--- src/rtl/pslm_pkg.sv ---
`default_nettype none
package pslm_pkg;
  // timing, printed figures first, cycle counts derived from the 10 MHz reference
  localparam int REF_CLK_NS = 100;
  localparam int TXCLK_NS = 800;
  localparam int TXDIV = TXCLK_NS / REF_CLK_NS;
  localparam int FLASH_MS = 500;
  localparam int FLASH_CYC_DEF = FLASH_MS * 1000000 / REF_CLK_NS;
  localparam int ACT_MS = 50;
  localparam int ACT_CYC_DEF = ACT_MS * 1000000 / REF_CLK_NS;
  localparam int STRAP_WAIT = 4;
  localparam int FIFO_DEPTH_DEF = 32;

  // register map, byte addresses on the apb
  localparam logic [7:0] ADDR_CTRL = 8'h00;
  localparam logic [7:0] ADDR_STAT = 8'h04;
  localparam logic [7:0] ADDR_EVT = 8'h08;
  localparam int CTRL_SRST = 0;
  localparam int CTRL_MODE_LSB = 1;
  localparam int STAT_CODE_LSB = 0;
  localparam int STAT_CFG_LSB = 3;
  localparam int STAT_CLS = 11;
  localparam int STAT_STYLE = 12;
  localparam int STAT_SPD = 13;
  localparam int STAT_FDX = 14;
  localparam int STAT_LVL_LSB = 16;
  localparam int EVT_OVF = 0;
  localparam logic [1:0] MODE_RST = 2'h0;

  // mac-side pin modes
  localparam logic [1:0] MODE_MII = 2'h0;
  localparam logic [1:0] MODE_RMII = 2'h1;
  localparam logic [1:0] MODE_SERIAL7 = 2'h2;

  // mode strap codes {bit2, bit1, bit0}
  localparam logic [2:0] CODE_DUAL_HDX = 3'h0;
  localparam logic [2:0] CODE_10_HDX = 3'h3;
  localparam logic [2:0] CODE_10_FDX = 3'h4;
  localparam logic [2:0] CODE_100_HDX = 3'h5;
  localparam logic [2:0] CODE_100_FDX = 3'h6;
  localparam logic [2:0] CODE_ALL = 3'h7;
  localparam logic [2:0] STRAP_RST = 3'h7;
  localparam logic CLS_MODE_RST = 1'h0;

  // ability bits: [3] 100 full, [2] 100 half, [1] 10 full, [0] 10 half
  localparam logic [3:0] ADV_DUAL = 4'h5;
  localparam logic [3:0] ADV_ALL = 4'hF;

  typedef enum logic [3:0] {
    ST_WAIT = 4'h1,
    ST_ON = 4'h2,
    ST_OFF = 4'h4,
    ST_RUN = 4'h8
  } pslm_led_e;

  typedef struct packed {
    logic er;
    logic [3:0] d;
  } pslm_nib_s;

  typedef struct packed {
    logic aneg;
    logic [3:0] adv;
    logic sp100;
    logic full;
    logic resv;
  } pslm_cfg_s;
endpackage
`default_nettype wire

--- src/rtl/pslm_top.sv ---
// Functional notes
// - strap code 000 advertises 100 and 10 half duplex; 001, 010 reserved
// - codes 011 and 100 force 10 Mb/s half or full, no negotiation
// - codes 101 and 110 force 100 Mb/s half or full, no negotiation
// - code 111 enables negotiation advertising every ability
// - mode straps on indicator pins are sampled at reset and held
// - indicators flash once, 500 ms period, after reset or soft reset
// - pin pulled high gives active-low indicator, pulled low active-high
// - style input low selects dual indication, high normal indication
// - status pin: strap low shows cable present high, strap high link low
// - mac side supports full mii, reduced mii and serial seven-wire
// - transmit clock to mac runs continuously in mii mode
// - one nibble taken per transmit clock with enable, else ignored
//
// Chosen here: the APB slave port and the register offsets.
`default_nettype none
module pslm_top
  import pslm_pkg::*;
#(
  parameter int FLASH_CYC = FLASH_CYC_DEF,
  parameter int ACT_CYC = ACT_CYC_DEF,
  parameter int FIFO_DEPTH = FIFO_DEPTH_DEF
) (
  input wire logic I_REF_CLK,
  input wire logic I_RST_B,
  input wire logic I_PSEL,
  input wire logic I_PENABLE,
  input wire logic I_PWRITE,
  input wire logic [7:0] I_PADDR,
  input wire logic [31:0] I_PWDATA,
  output logic [31:0] O_PRDATA,
  output logic O_PREADY,
  output logic O_PSLVERR,
  input wire logic [2:0] I_INDICATOR_PIN,
  output logic [2:0] O_INDICATOR_OUT,
  output logic [2:0] O_INDICATOR_OE_B,
  input wire logic I_CABLE_OR_LINK_STATUS_IN,
  output logic O_CABLE_OR_LINK_STATUS_OUT,
  output logic O_CABLE_OR_LINK_STATUS_OE_B,
  input wire logic I_INDICATOR_STYLE_PIN,
  input wire logic I_LINK_UP,
  input wire logic I_CABLE_PRESENT,
  input wire logic I_COLLISION,
  input wire logic I_RX_ACTIVITY,
  input wire logic I_NEG_SPEED100,
  input wire logic I_NEG_FULL_DUPLEX,
  output logic O_ANEG_EN,
  output logic [3:0] O_ADV_ABILITY,
  output logic O_SPEED100,
  output logic O_FULL_DUPLEX,
  output logic [1:0] O_MAC_MODE,
  input wire logic [3:0] I_TXD,
  input wire logic I_TX_EN,
  input wire logic I_TX_ER,
  output logic O_TX_CLK,
  output logic O_NIB_VALID,
  output pslm_nib_s O_NIB_DATA,
  input wire logic I_NIB_READY
);
  localparam int FW = $clog2(FLASH_CYC);
  localparam int HALF = FLASH_CYC / 2;
  localparam int ACW = $clog2(ACT_CYC + 1);
  localparam int LW = $clog2(FIFO_DEPTH) + 1;
  localparam int DW = $clog2(TXDIV);

  logic [10:0] pin_s;
  logic [2:0] ind_s;
  logic txen_s;
  logic txer_s;
  logic [3:0] txd_s;
  pslm_led_e st;
  logic [FW-1:0] flash_cnt;
  logic [2:0] strap;
  logic cls_mode;
  pslm_cfg_s cfg;
  logic sp100_q;
  logic full_q;
  logic soft_rst;
  logic [1:0] mac_mode;
  logic ovf;
  logic [DW-1:0] div;
  logic tick;
  logic [2:0] part;
  logic [1:0] pcnt;
  logic push_v;
  pslm_nib_s push_d;
  logic push_rdy;
  logic [LW-1:0] lvl;
  logic [ACW-1:0] act_cnt;
  logic act_on;
  logic [2:0] led_on;
  logic setup;
  logic wr;
  logic hit;
  logic slverr;
  logic [31:0] rd_word;

  // the strap, style, status and transmit pins pass two flops first
  pslm_sync #(.W(11)) u_sync (
    .i_clk(I_REF_CLK),
    .i_rst_b(I_RST_B),
    .i_d({I_TX_ER, I_TX_EN, I_TXD, I_INDICATOR_STYLE_PIN,
          I_CABLE_OR_LINK_STATUS_IN, I_INDICATOR_PIN}),
    .o_q(pin_s)
  );
  assign ind_s = pin_s[2:0];
  assign txd_s = pin_s[8:5];
  assign txen_s = pin_s[9];
  assign txer_s = pin_s[10];

  // wait for syncs to fill, latch straps, flash, then run
  always_ff @(posedge I_REF_CLK or negedge I_RST_B) begin
    if (!I_RST_B) begin
      st <= ST_WAIT;
      flash_cnt <= '0;
    end else begin
      case (st)
        ST_WAIT: begin
          flash_cnt <= flash_cnt + 1'b1;
          if (flash_cnt == FW'(STRAP_WAIT - 1)) begin
            st <= ST_ON;
            flash_cnt <= '0;
          end
        end
        ST_ON, ST_OFF: begin
          flash_cnt <= flash_cnt + 1'b1;
          if (soft_rst) begin
            st <= ST_ON;
            flash_cnt <= '0;
          end else if (flash_cnt == FW'(HALF - 1)) begin
            st <= (st == ST_ON) ? ST_OFF : ST_RUN;
            flash_cnt <= '0;
          end
        end
        ST_RUN: begin
          if (soft_rst) begin
            st <= ST_ON;
            flash_cnt <= '0;
          end
        end
        default: begin
          st <= ST_WAIT;
          flash_cnt <= '0;
        end
      endcase
    end
  end

  // straps caught once, after release, while the pins are still undriven
  always_ff @(posedge I_REF_CLK or negedge I_RST_B) begin
    if (!I_RST_B) begin
      strap <= STRAP_RST;
      cls_mode <= CLS_MODE_RST;
    end else if (st == ST_WAIT && flash_cnt == FW'(STRAP_WAIT - 1)) begin
      strap <= ind_s;
      cls_mode <= pin_s[3];
    end
  end

  // strap code to negotiation and forced mode
  always_comb begin
    cfg = '0;
    case (strap)
      CODE_DUAL_HDX: begin
        cfg.aneg = 1'b1;
        cfg.adv = ADV_DUAL;
      end
      CODE_10_HDX: cfg.full = 1'b0;
      CODE_10_FDX: cfg.full = 1'b1;
      CODE_100_HDX: cfg.sp100 = 1'b1;
      CODE_100_FDX: begin
        cfg.sp100 = 1'b1;
        cfg.full = 1'b1;
      end
      CODE_ALL: begin
        cfg.aneg = 1'b1;
        cfg.adv = ADV_ALL;
      end
      default: begin
        // reserved codes fall back to the dual-speed half-duplex setting
        cfg.aneg = 1'b1;
        cfg.adv = ADV_DUAL;
        cfg.resv = 1'b1;
      end
    endcase
  end

  // resolved mode: negotiated result only when negotiation is on
  always_ff @(posedge I_REF_CLK or negedge I_RST_B) begin
    if (!I_RST_B) begin
      O_ANEG_EN <= 1'b0;
      O_ADV_ABILITY <= 4'h0;
      sp100_q <= 1'b0;
      full_q <= 1'b0;
    end else begin
      O_ANEG_EN <= cfg.aneg;
      O_ADV_ABILITY <= cfg.adv;
      sp100_q <= cfg.aneg ? I_NEG_SPEED100 : cfg.sp100;
      full_q <= cfg.aneg ? I_NEG_FULL_DUPLEX : cfg.full;
    end
  end
  assign O_SPEED100 = sp100_q;
  assign O_FULL_DUPLEX = full_q;
  assign O_MAC_MODE = mac_mode;

  // activity stretch: load only when idle so steady traffic still blinks
  always_ff @(posedge I_REF_CLK or negedge I_RST_B) begin
    if (!I_RST_B) begin
      act_cnt <= '0;
    end else if (act_cnt != '0) begin
      act_cnt <= act_cnt - 1'b1;
    end else if (push_v || I_RX_ACTIVITY) begin
      act_cnt <= ACW'(ACT_CYC - 1);
    end
  end
  assign act_on = (act_cnt >= ACW'(ACT_CYC / 2));

  // indicator meaning, bit0 = a, bit1 = b, bit2 = c
  always_comb begin
    led_on = 3'h0;
    if (st == ST_ON) begin
      led_on = 3'h7;
    end else if (st == ST_RUN) begin
      if (pin_s[4]) begin
        led_on = {act_on, sp100_q, full_q};
      end else begin
        led_on[0] = I_LINK_UP & (sp100_q ^ act_on);
        led_on[1] = I_LINK_UP & ~sp100_q;
        led_on[2] = full_q | (I_COLLISION & act_on);
      end
    end
  end

  // pins stay released until the straps are caught
  always_ff @(posedge I_REF_CLK or negedge I_RST_B) begin
    if (!I_RST_B) begin
      O_INDICATOR_OUT <= 3'h0;
      O_INDICATOR_OE_B <= 3'h7;
      O_CABLE_OR_LINK_STATUS_OUT <= 1'b0;
      O_CABLE_OR_LINK_STATUS_OE_B <= 1'b1;
    end else begin
      O_INDICATOR_OUT <= led_on ^ strap;
      O_INDICATOR_OE_B <= {3{st == ST_WAIT}};
      O_CABLE_OR_LINK_STATUS_OUT <= cls_mode ? ~I_LINK_UP : I_CABLE_PRESENT;
      O_CABLE_OR_LINK_STATUS_OE_B <= (st == ST_WAIT);
    end
  end

  // transmit clock divider, rises when div wraps to zero
  assign tick = (div == DW'(TXDIV - 1));
  always_ff @(posedge I_REF_CLK or negedge I_RST_B) begin
    if (!I_RST_B) begin
      div <= '0;
      O_TX_CLK <= 1'b0;
    end else begin
      div <= tick ? '0 : div + 1'b1;
      if (tick) begin
        O_TX_CLK <= (mac_mode != MODE_RMII);
      end else if (div == DW'(TXDIV / 2 - 1)) begin
        O_TX_CLK <= 1'b0;
      end
    end
  end

  // sampled just before the next rise: the mac moved its lines after the last one
  always_ff @(posedge I_REF_CLK or negedge I_RST_B) begin
    if (!I_RST_B) begin
      part <= 3'h0;
      pcnt <= 2'h0;
    end else if (tick) begin
      if (!txen_s) begin
        pcnt <= 2'h0;
      end else begin
        pcnt <= pcnt + 1'b1;
        if (mac_mode == MODE_RMII) begin
          part[1:0] <= txd_s[1:0];
        end else begin
          part <= {txd_s[0], part[2:1]};
        end
      end
    end
  end

  // nibble assembly per mac mode; a partial nibble at enable drop is dropped
  always_comb begin
    push_v = 1'b0;
    push_d = '0;
    if (tick && txen_s) begin
      case (mac_mode)
        MODE_RMII: begin
          push_v = pcnt[0];
          push_d.d = {txd_s[1:0], part[1:0]};
        end
        MODE_SERIAL7: begin
          push_v = (pcnt == 2'h3);
          push_d.d = {txd_s[0], part};
        end
        default: begin
          push_v = 1'b1;
          push_d.d = txd_s;
          push_d.er = txer_s;
        end
      endcase
    end
  end

  pslm_fifo #(.W($bits(pslm_nib_s)), .DEPTH(FIFO_DEPTH)) u_fifo (
    .i_clk(I_REF_CLK),
    .i_rst_b(I_RST_B),
    .i_in_valid(push_v),
    .i_in_data(push_d),
    .o_in_ready(push_rdy),
    .o_out_valid(O_NIB_VALID),
    .o_out_data(O_NIB_DATA),
    .i_out_ready(I_NIB_READY),
    .o_level(lvl)
  );

  // apb: zero wait, read data captured in the setup cycle
  assign setup = I_PSEL & ~I_PENABLE;
  assign wr = I_PSEL & I_PENABLE & I_PWRITE;
  assign hit = (I_PADDR == ADDR_CTRL) | (I_PADDR == ADDR_STAT) | (I_PADDR == ADDR_EVT);
  assign O_PREADY = 1'b1;
  assign O_PSLVERR = slverr & I_PSEL & I_PENABLE;

  always_comb begin
    rd_word = 32'h0;
    case (I_PADDR)
      ADDR_CTRL: rd_word[CTRL_MODE_LSB +: 2] = mac_mode;
      ADDR_STAT: begin
        rd_word[STAT_CODE_LSB +: 3] = strap;
        rd_word[STAT_CFG_LSB +: 8] = cfg;
        rd_word[STAT_CLS] = cls_mode;
        rd_word[STAT_STYLE] = pin_s[4];
        rd_word[STAT_SPD] = sp100_q;
        rd_word[STAT_FDX] = full_q;
        rd_word[STAT_LVL_LSB +: LW] = lvl;
      end
      ADDR_EVT: rd_word[EVT_OVF] = ovf;
      default: rd_word = 32'h0;
    endcase
  end

  always_ff @(posedge I_REF_CLK or negedge I_RST_B) begin
    if (!I_RST_B) begin
      O_PRDATA <= 32'h0;
      slverr <= 1'b0;
    end else if (setup) begin
      O_PRDATA <= I_PWRITE ? 32'h0 : rd_word;
      slverr <= ~hit;
    end
  end

  // control: soft reset is a one-cycle pulse, never read back
  always_ff @(posedge I_REF_CLK or negedge I_RST_B) begin
    if (!I_RST_B) begin
      soft_rst <= 1'b0;
      mac_mode <= MODE_RST;
    end else begin
      soft_rst <= wr && I_PADDR == ADDR_CTRL && I_PWDATA[CTRL_SRST];
      if (wr && I_PADDR == ADDR_CTRL) begin
        mac_mode <= I_PWDATA[CTRL_MODE_LSB +: 2];
      end
    end
  end

  // overflow sticky, write one to clear; a new overflow beats the clear
  always_ff @(posedge I_REF_CLK or negedge I_RST_B) begin
    if (!I_RST_B) begin
      ovf <= 1'b0;
    end else if (push_v && !push_rdy) begin
      ovf <= 1'b1;
    end else if (wr && I_PADDR == ADDR_EVT && I_PWDATA[EVT_OVF]) begin
      ovf <= 1'b0;
    end
  end
endmodule
`default_nettype wire

--- src/rtl/pslm_sync.sv ---
`default_nettype none
module pslm_sync #(
  parameter int W = 1
) (
  input wire logic i_clk,
  input wire logic i_rst_b,
  input wire logic [W-1:0] i_d,
  output logic [W-1:0] o_q
);
  logic [W-1:0] meta;

  // two-stage synchroniser, meta is read only by o_q
  always_ff @(posedge i_clk or negedge i_rst_b) begin
    if (!i_rst_b) begin
      meta <= '0;
      o_q <= '0;
    end else begin
      meta <= i_d;
      o_q <= meta;
    end
  end
endmodule
`default_nettype wire

--- src/rtl/pslm_fifo.sv ---
`default_nettype none
module pslm_fifo #(
  parameter int W = 5,
  parameter int DEPTH = 32
) (
  input wire logic i_clk,
  input wire logic i_rst_b,
  input wire logic i_in_valid,
  input wire logic [W-1:0] i_in_data,
  output logic o_in_ready,
  output logic o_out_valid,
  output logic [W-1:0] o_out_data,
  input wire logic i_out_ready,
  output logic [$clog2(DEPTH):0] o_level
);
  localparam int AW = $clog2(DEPTH);
  // depth must be a power of two: pointers wrap on their low bits
  logic [W-1:0] mem [DEPTH];
  logic [AW:0] wr_ptr;
  logic [AW:0] rd_ptr;
  logic push;
  logic pop;

  // extra pointer bit tells full from empty
  assign o_level = wr_ptr - rd_ptr;
  assign o_in_ready = (o_level != (AW+1)'(DEPTH));
  assign o_out_valid = (wr_ptr != rd_ptr);
  assign push = i_in_valid & o_in_ready;
  assign pop = o_out_valid & i_out_ready;
  assign o_out_data = mem[rd_ptr[AW-1:0]];

  // pointers
  always_ff @(posedge i_clk or negedge i_rst_b) begin
    if (!i_rst_b) begin
      wr_ptr <= '0;
      rd_ptr <= '0;
    end else begin
      if (push) begin
        wr_ptr <= wr_ptr + 1'b1;
      end
      if (pop) begin
        rd_ptr <= rd_ptr + 1'b1;
      end
    end
  end

  // storage, no reset needed: read only behind valid
  always_ff @(posedge i_clk) begin
    if (push) begin
      mem[wr_ptr[AW-1:0]] <= i_in_data;
    end
  end
endmodule
`default_nettype wire

--- config.mk ---
export PLATFORM = sky130hd
export DESIGN_NAME = pslm_top
export DESIGN_NICKNAME = d
export VERILOG_FILES = /design/src/rtl/pslm_pkg.sv /design/src/rtl/pslm_top.sv /design/src/rtl/pslm_sync.sv /design/src/rtl/pslm_fifo.sv
export SDC_FILE = /design/constraint.sdc
export NUM_CORES = 1
export LEC_CHECK = 0
export BUFFER_PORTS_ARGS = -buffer_cell sky130_fd_sc_hd__buf_2
export CAP_MARGIN = 5
export CORE_MARGIN = 1.5
export CORE_UTILIZATION = 50
export CTS_CLUSTER_DIAMETER = 60
export DETAILED_ROUTE_END_ITERATION = 10
export PLACE_DENSITY = 0.69
export SLEW_MARGIN = 40
export SYNTH_ARGS = -nofsm -noshare
export SYNTH_HDL_FRONTEND = slang
export SYNTH_SLANG_ARGS = --single-unit
--- constraint.sdc ---
create_clock -name I_REF_CLK -period 4 [get_ports I_REF_CLK]
set_clock_uncertainty 0.2 [all_clocks]
set_input_delay 0.4 -clock I_REF_CLK [delete_from_list [all_inputs] [get_ports I_REF_CLK]]
set_output_delay 0.4 -clock I_REF_CLK [all_outputs]
set_load 0.02 [all_outputs]
; Yosys cells after proc, flatten, opt, wreduce, memory -nomap -nowiden
; Memories as Yosys holds them, arrays and structs flattened.
; Cells that the tools add are included.
[classes]
n_lt_le_gt_ge = 1
n_reduce_logical = 24
eq_ne = 24
bitwise = 20
addsub = 7
mux = 42
[op_table]
columns = cell, count
row1 = two-way mux 23 bit, 4
row2 = one-hot mux 23 bit (3 select lines), 1
row3 = two-way mux 19 bit, 2
row4 = "adder 23 x 1 -> 23 bit, second input constant", 1
row5 = "== test 23 x 2 -> 1 bit, second input constant", 1
row6 = "== test 23 x 22 -> 1 bit, second input constant", 1
row7 = two-way mux 22 bit, 1
row8 = two-way mux 4 bit, 5
row9 = ">= comparator 19 x 18 -> 1 bit, second input constant", 1
row10 = nonzero test 19 bit, 1
row11 = "subtractor 19 x 1 -> 19 bit, second input constant", 1
row12 = "== test 3 bit, second input constant", 5
row13 = two-way mux 1 bit, 14
row14 = "adder 6 x 1 -> 6 bit, second input constant", 2
row15 = two-way mux 12 bit, 1
row16 = two-way mux 3 bit, 4
row17 = one-hot mux 4 bit (3 select lines), 1
row18 = AND 1 bit, 10
row19 = one-hot mux 5 bit (2 select lines), 1
row20 = "== test 8 x 3 -> 1 bit, second input constant", 1
row21 = "== test 8 x 4 -> 1 bit, second input constant", 1
row22 = logical NOT 8 bit, 1
row23 = one-hot mux 4 bit (2 select lines), 1
row24 = OR reduction 2 bit, 4
row25 = other kinds (33), 53
[totals]
memories = 1
word_cells = 146
ramBits = 160
out_inout_bits = 58
reg_bits = 143
in_bits = 63
[memory_table]
columns = name, depth, width, read_ports, rd_clocked_by_memory_dff, wr, line_no
row1 = u_fifo.mem, 32, 5, 1, 0, 1, pslm_fifo.sv:18  ; logic [W-1:0] mem [DEPTH];

; Logic depth before layout (Yosys ltp)
[depth]
word_depth = 7
depth_mapped = 11
ltp_nobuf = 9

; By module
; From an unflattened synthesis, not the netlist that was laid out.
[hier_totals]
hier_cells = 876
area_unflattened_um2 = 12421.9
[by_module_without_submodules]
columns = module, area_each_um2, seq_area_each_um2, n_inst, cells_each
row1 = pslm_fifo, 7129.3, 5104.9, 1, 375
row2 = pslm_top, 4742.0, 2283.4, 1, 479
row3 = pslm_sync, 550.5, 550.5, 1, 22

; Worst setup path after synthesis
; Ideal clock, no wire load.
[synth_timing]
path_type = flip-flop to flip-flop
startpoint = register u_fifo.rd_ptr[3]
endpoint = memory u_fifo.mem[16][0], enable pin
n_path_buf = 2
setup_ns = 0.315
slack_ns = 0.747
required_ns = 3.485
arrival_ns = 2.738
stages_incl_launch_ff = 11
synth_period_minus_slack_ns = 3.253
path_cell_list = dfrtp_1 > inv_1 > buf_1 > ha_1 > o21ai_0 > a21oi_1 > a31oi_1 > o311ai_1 > a21boi_1 > clkbuf_1 > and3_1
[synth_between]
elab_chain_cells = 5
[synth_rtl]
columns = element, line_no
row1 = "start, declared", pslm_fifo.sv:20  ; logic [AW:0] rd_ptr;
row2 = "start signal, assigned", pslm_fifo.sv:42  ; rd_ptr <= rd_ptr + 1'b1;
row3 = subtractor 6 bit, pslm_fifo.sv:25  ; assign o_level = wr_ptr - rd_ptr;
row4 = inequality test 6 bit, pslm_fifo.sv:26  ; assign o_in_ready = (o_level != (AW+1)'(DEPTH));
row5 = AND 1 bit, pslm_fifo.sv:28  ; assign push = i_in_valid & o_in_ready;
row6 = two-way mux 1 bit, pslm_fifo.sv:49  ; if (push) begin
row7 = two-way mux 1 bit (implied by the code), pslm_fifo.sv:50  ; mem[wr_ptr[AW-1:0]] <= i_in_data;
row8 = "end, declared", pslm_fifo.sv:18
; Every way passes these cells.

==> impl_metrics.tcl <==
set metrics [dict create \
    syn_area_um2 12300 \
    slew_headroom 0.499 \
    powerDensity_nw_per_um2 632 \
    hold_depth 3 \
    cpPeakStageDelay_ns 0.63 \
    synth_top_area_cell "edfxtp_1" \
    drt_iter0_drc 526 \
    yosys_warnings 0 \
    r2r_start "u_fifo.wr_ptr[0]" \
    p_leak_nw 5.71 \
    fin_nets 1053 \
    grt_antenna_before_repair 0 \
    startpoint_type "register" \
    grt_pass1_wl_um 40700 \
    synth-edff-count 160 \
    h-tree-depth 1 \
    wirelength_um 25200 \
    initial_core_util 0.508 \
    fin_setup_tns_ns 0 \
    design_area_um2 14300 \
    remaining_drc_errors 0 \
    synth_common_cells "160 x edfxtp_1, 120 x dfrtp_1, 62 x nand2_1" \
    placement.io_buffers 79 \
    die_h_um 160 \
    avgSynthCellArea_um2 14.3 \
    vias_per_cell 5.59 \
    synth.top_cells.by_area "edfxtp_1 39%, dfrtp_1 24%, mux4_2 9.1%, nand2_1 1.9%, ha_1 1.8%" \
    cts_buffers 30 \
    whs_endpoint "u_fifo.rd_ptr[0]" \
    cts.path.max_buffers 3 \
    placed_cell_area_um2 13000 \
    ys_seq_area_frac 0.645 \
    hold_buffers 23 \
    clk_pin_slew_ns 0.06 \
    hold_class "input port to register" \
    area_growth_pct 16.1 \
    insertion_delay_ns 0.56 \
    fmax_mhz 285 \
    final_hold_viol_count 0 \
    die_x_um 160 \
    post_cts_buffers 0 \
    final_util 0.589 \
    r2r_slack_ns 0.70 \
    diodes 0 \
    coreArea_um2 24200 \
    worstMarginPinSlew_ns 0.741 \
    async_flop_share 0.439 \
    dr_total_vias 7370 \
    crit_arrival_ns 2.91 \
    track_usage 0.202 \
    worstSetupEndpointType "primary output" \
    synth_cell_type_count 61 \
    root_buffer "clkbuf_16" \
    drv_cap 0 \
    die_area_um2 25600 \
    grt_pass1_vias 7301 \
    min_from "I_NIB_READY" \
    gp_congestion 0.785 \
    cpMaxStageDelayCell "mux4_2" \
    critPathKind "register to primary output" \
    rows 57 \
    ys_seq_elements 285 \
    final.min_clock_period_ns 3.51 \
    synth_top_area_share 0.390 \
    status "finished, final reports clean" \
    finalCritPeriodShare 0.877 \
    rsz0062_at_grt "no" \
    hpwl_um 16200 \
    yosysMostFrequentCell "edfxtp_1" \
    cp_max_fo 43 \
    r2r_cells 11 \
    ant_nets 0 \
    synth_flop_cell "edfxtp_1" \
    cts_resized 0 \
    crit_chain "buf_6 -> mux4_2 -> mux4_2 -> nand2_1 -> nand2_1 -> buf_2" \
    worstReg2RegEnd "u_fifo.mem[25][2]" \
    wire_per_inst_um 19.1 \
    cts_tree "built" \
    cp.required_ns 3.40 \
    ir_drop_mv 0.350 \
    grt_max_degree 74 \
    pin_count 121 \
    overflow 0 \
    finalSetupViolations 0 \
    slew_viol_final 0 \
    fillCellCount 1913 \
    syn_inst 864 \
    drive_above_1_share 0.237 \
    clkSinkCount 285 \
    first_pass_iters 6 \
]
## metrics by stage
stage               instances  power (mW)  hold slack, ns  setup WS (ns)
floorplan                 874        5.52         -0.0956          0.747
global placement         1240        6.18           0.133          0.426
detailed placement       1240        6.23           0.136          0.721
CTS                      1319        9.11          0.0153          0.249
global route             1319        9.48          0.0508          0.351
finish                   1319        9.03          0.0390          0.493
## layout by cell type (no fill, tap or decap), types with 22 or more instances in the layout
master / Yosys / layout
a21oi_1: 32 / 31
and3_1: 31 / 31
buf_2: 5 / 78
clkbuf_16: 0 / 31
dfrtp_1: 120 / 118
dlygate4sd3_1: 0 / 23
edfxtp_1: 160 / 160
mux4_2: 50 / 50
nand2_1: 62 / 62
nor2_1: 52 / 47
o21ai_0: 31 / 31
xor2_1: 22 / 22
## power breakdown
group / internal [mW] / switching (mW)
clock network: 1.68 / 1.16
logic: 1.15 / 1.45
registers: 3.32 / 0.260
total: 6.16 / 2.87
## cell families after synthesis
| group | after synthesis | share of synthesized area |
|---|---|---|
| simple gates | 265 | 0.115 |
| xor+xnor | 41 | 0.0292 |
| other cells | 2 | 0.000610 |
| fa+ha+maj | 19 | 0.0199 |
| buf+inv | 76 | 0.0301 |
| flops | 285 | 0.645 |
| mux | 65 | 0.104 |
| compound gates | 111 | 0.0557 |
## cell type report
cell class                 count  area, um2  share of cell area
sequential                   285       7940               0.556
multi-input combinational    513       4060               0.284
timing repair buffer         122        795              0.0556
clock buffer                  35        791              0.0553
tap                          324        405              0.0284
clock inverter                21        230              0.0161
inverter                      19       71.3             0.00499
## per-layer routing
layer,global-route usage,routed length [um],vias to the layer above
li1,-,-,3440
met1,0.292,11300,3683
met2,0.323,11900,208
met3,0.0343,1460,39
met4,0.0506,502,0
met5,0,0,-
## worst max path at each step
stage	slack, ns	start	cells past startpoint	end
global route	0.35	u_fifo.rd_ptr[0]	6	O_NIB_DATA[2]
finish	0.49	u_fifo.rd_ptr[0]	6	O_NIB_DATA[3]
global placement	0.43	u_fifo.wr_ptr[0]	9	u_fifo.mem[27][0]
floorplan	0.75	u_fifo.rd_ptr[3]	10	u_fifo.mem[16][0]
detailed placement	0.72	u_fifo.wr_ptr[0]	11	u_fifo.mem[29][0]
CTS	0.25	u_fifo.rd_ptr[0]	6	O_NIB_DATA[2]
## state kept, by name, indices dropped and copies added (netlist names), 2 cells and up
name,flops
flash_cnt,23
act_cnt,19
pcnt,2
strap,3
u_sync.meta,11
u_sync.o_q,11
part,3
O_PRDATA,18
O_ADV_ABILITY,2
u_fifo.mem,160
u_fifo.wr_ptr,6
st,4
O_INDICATOR_OUT,3
div,3
O_MAC_MODE,2
u_fifo.rd_ptr,6
## worst max-delay path, delay by kind of cell (launching register included)
| family | cells | cell delay (ns) |
|---|---|---|
| flops | 1 | 0.38 |
| mux | 2 | 1.13 |
| buf+inv | 2 | 0.64 |
| simple gates | 2 | 0.18 |
No activity file was read; power rests on OpenSTA's default activity.
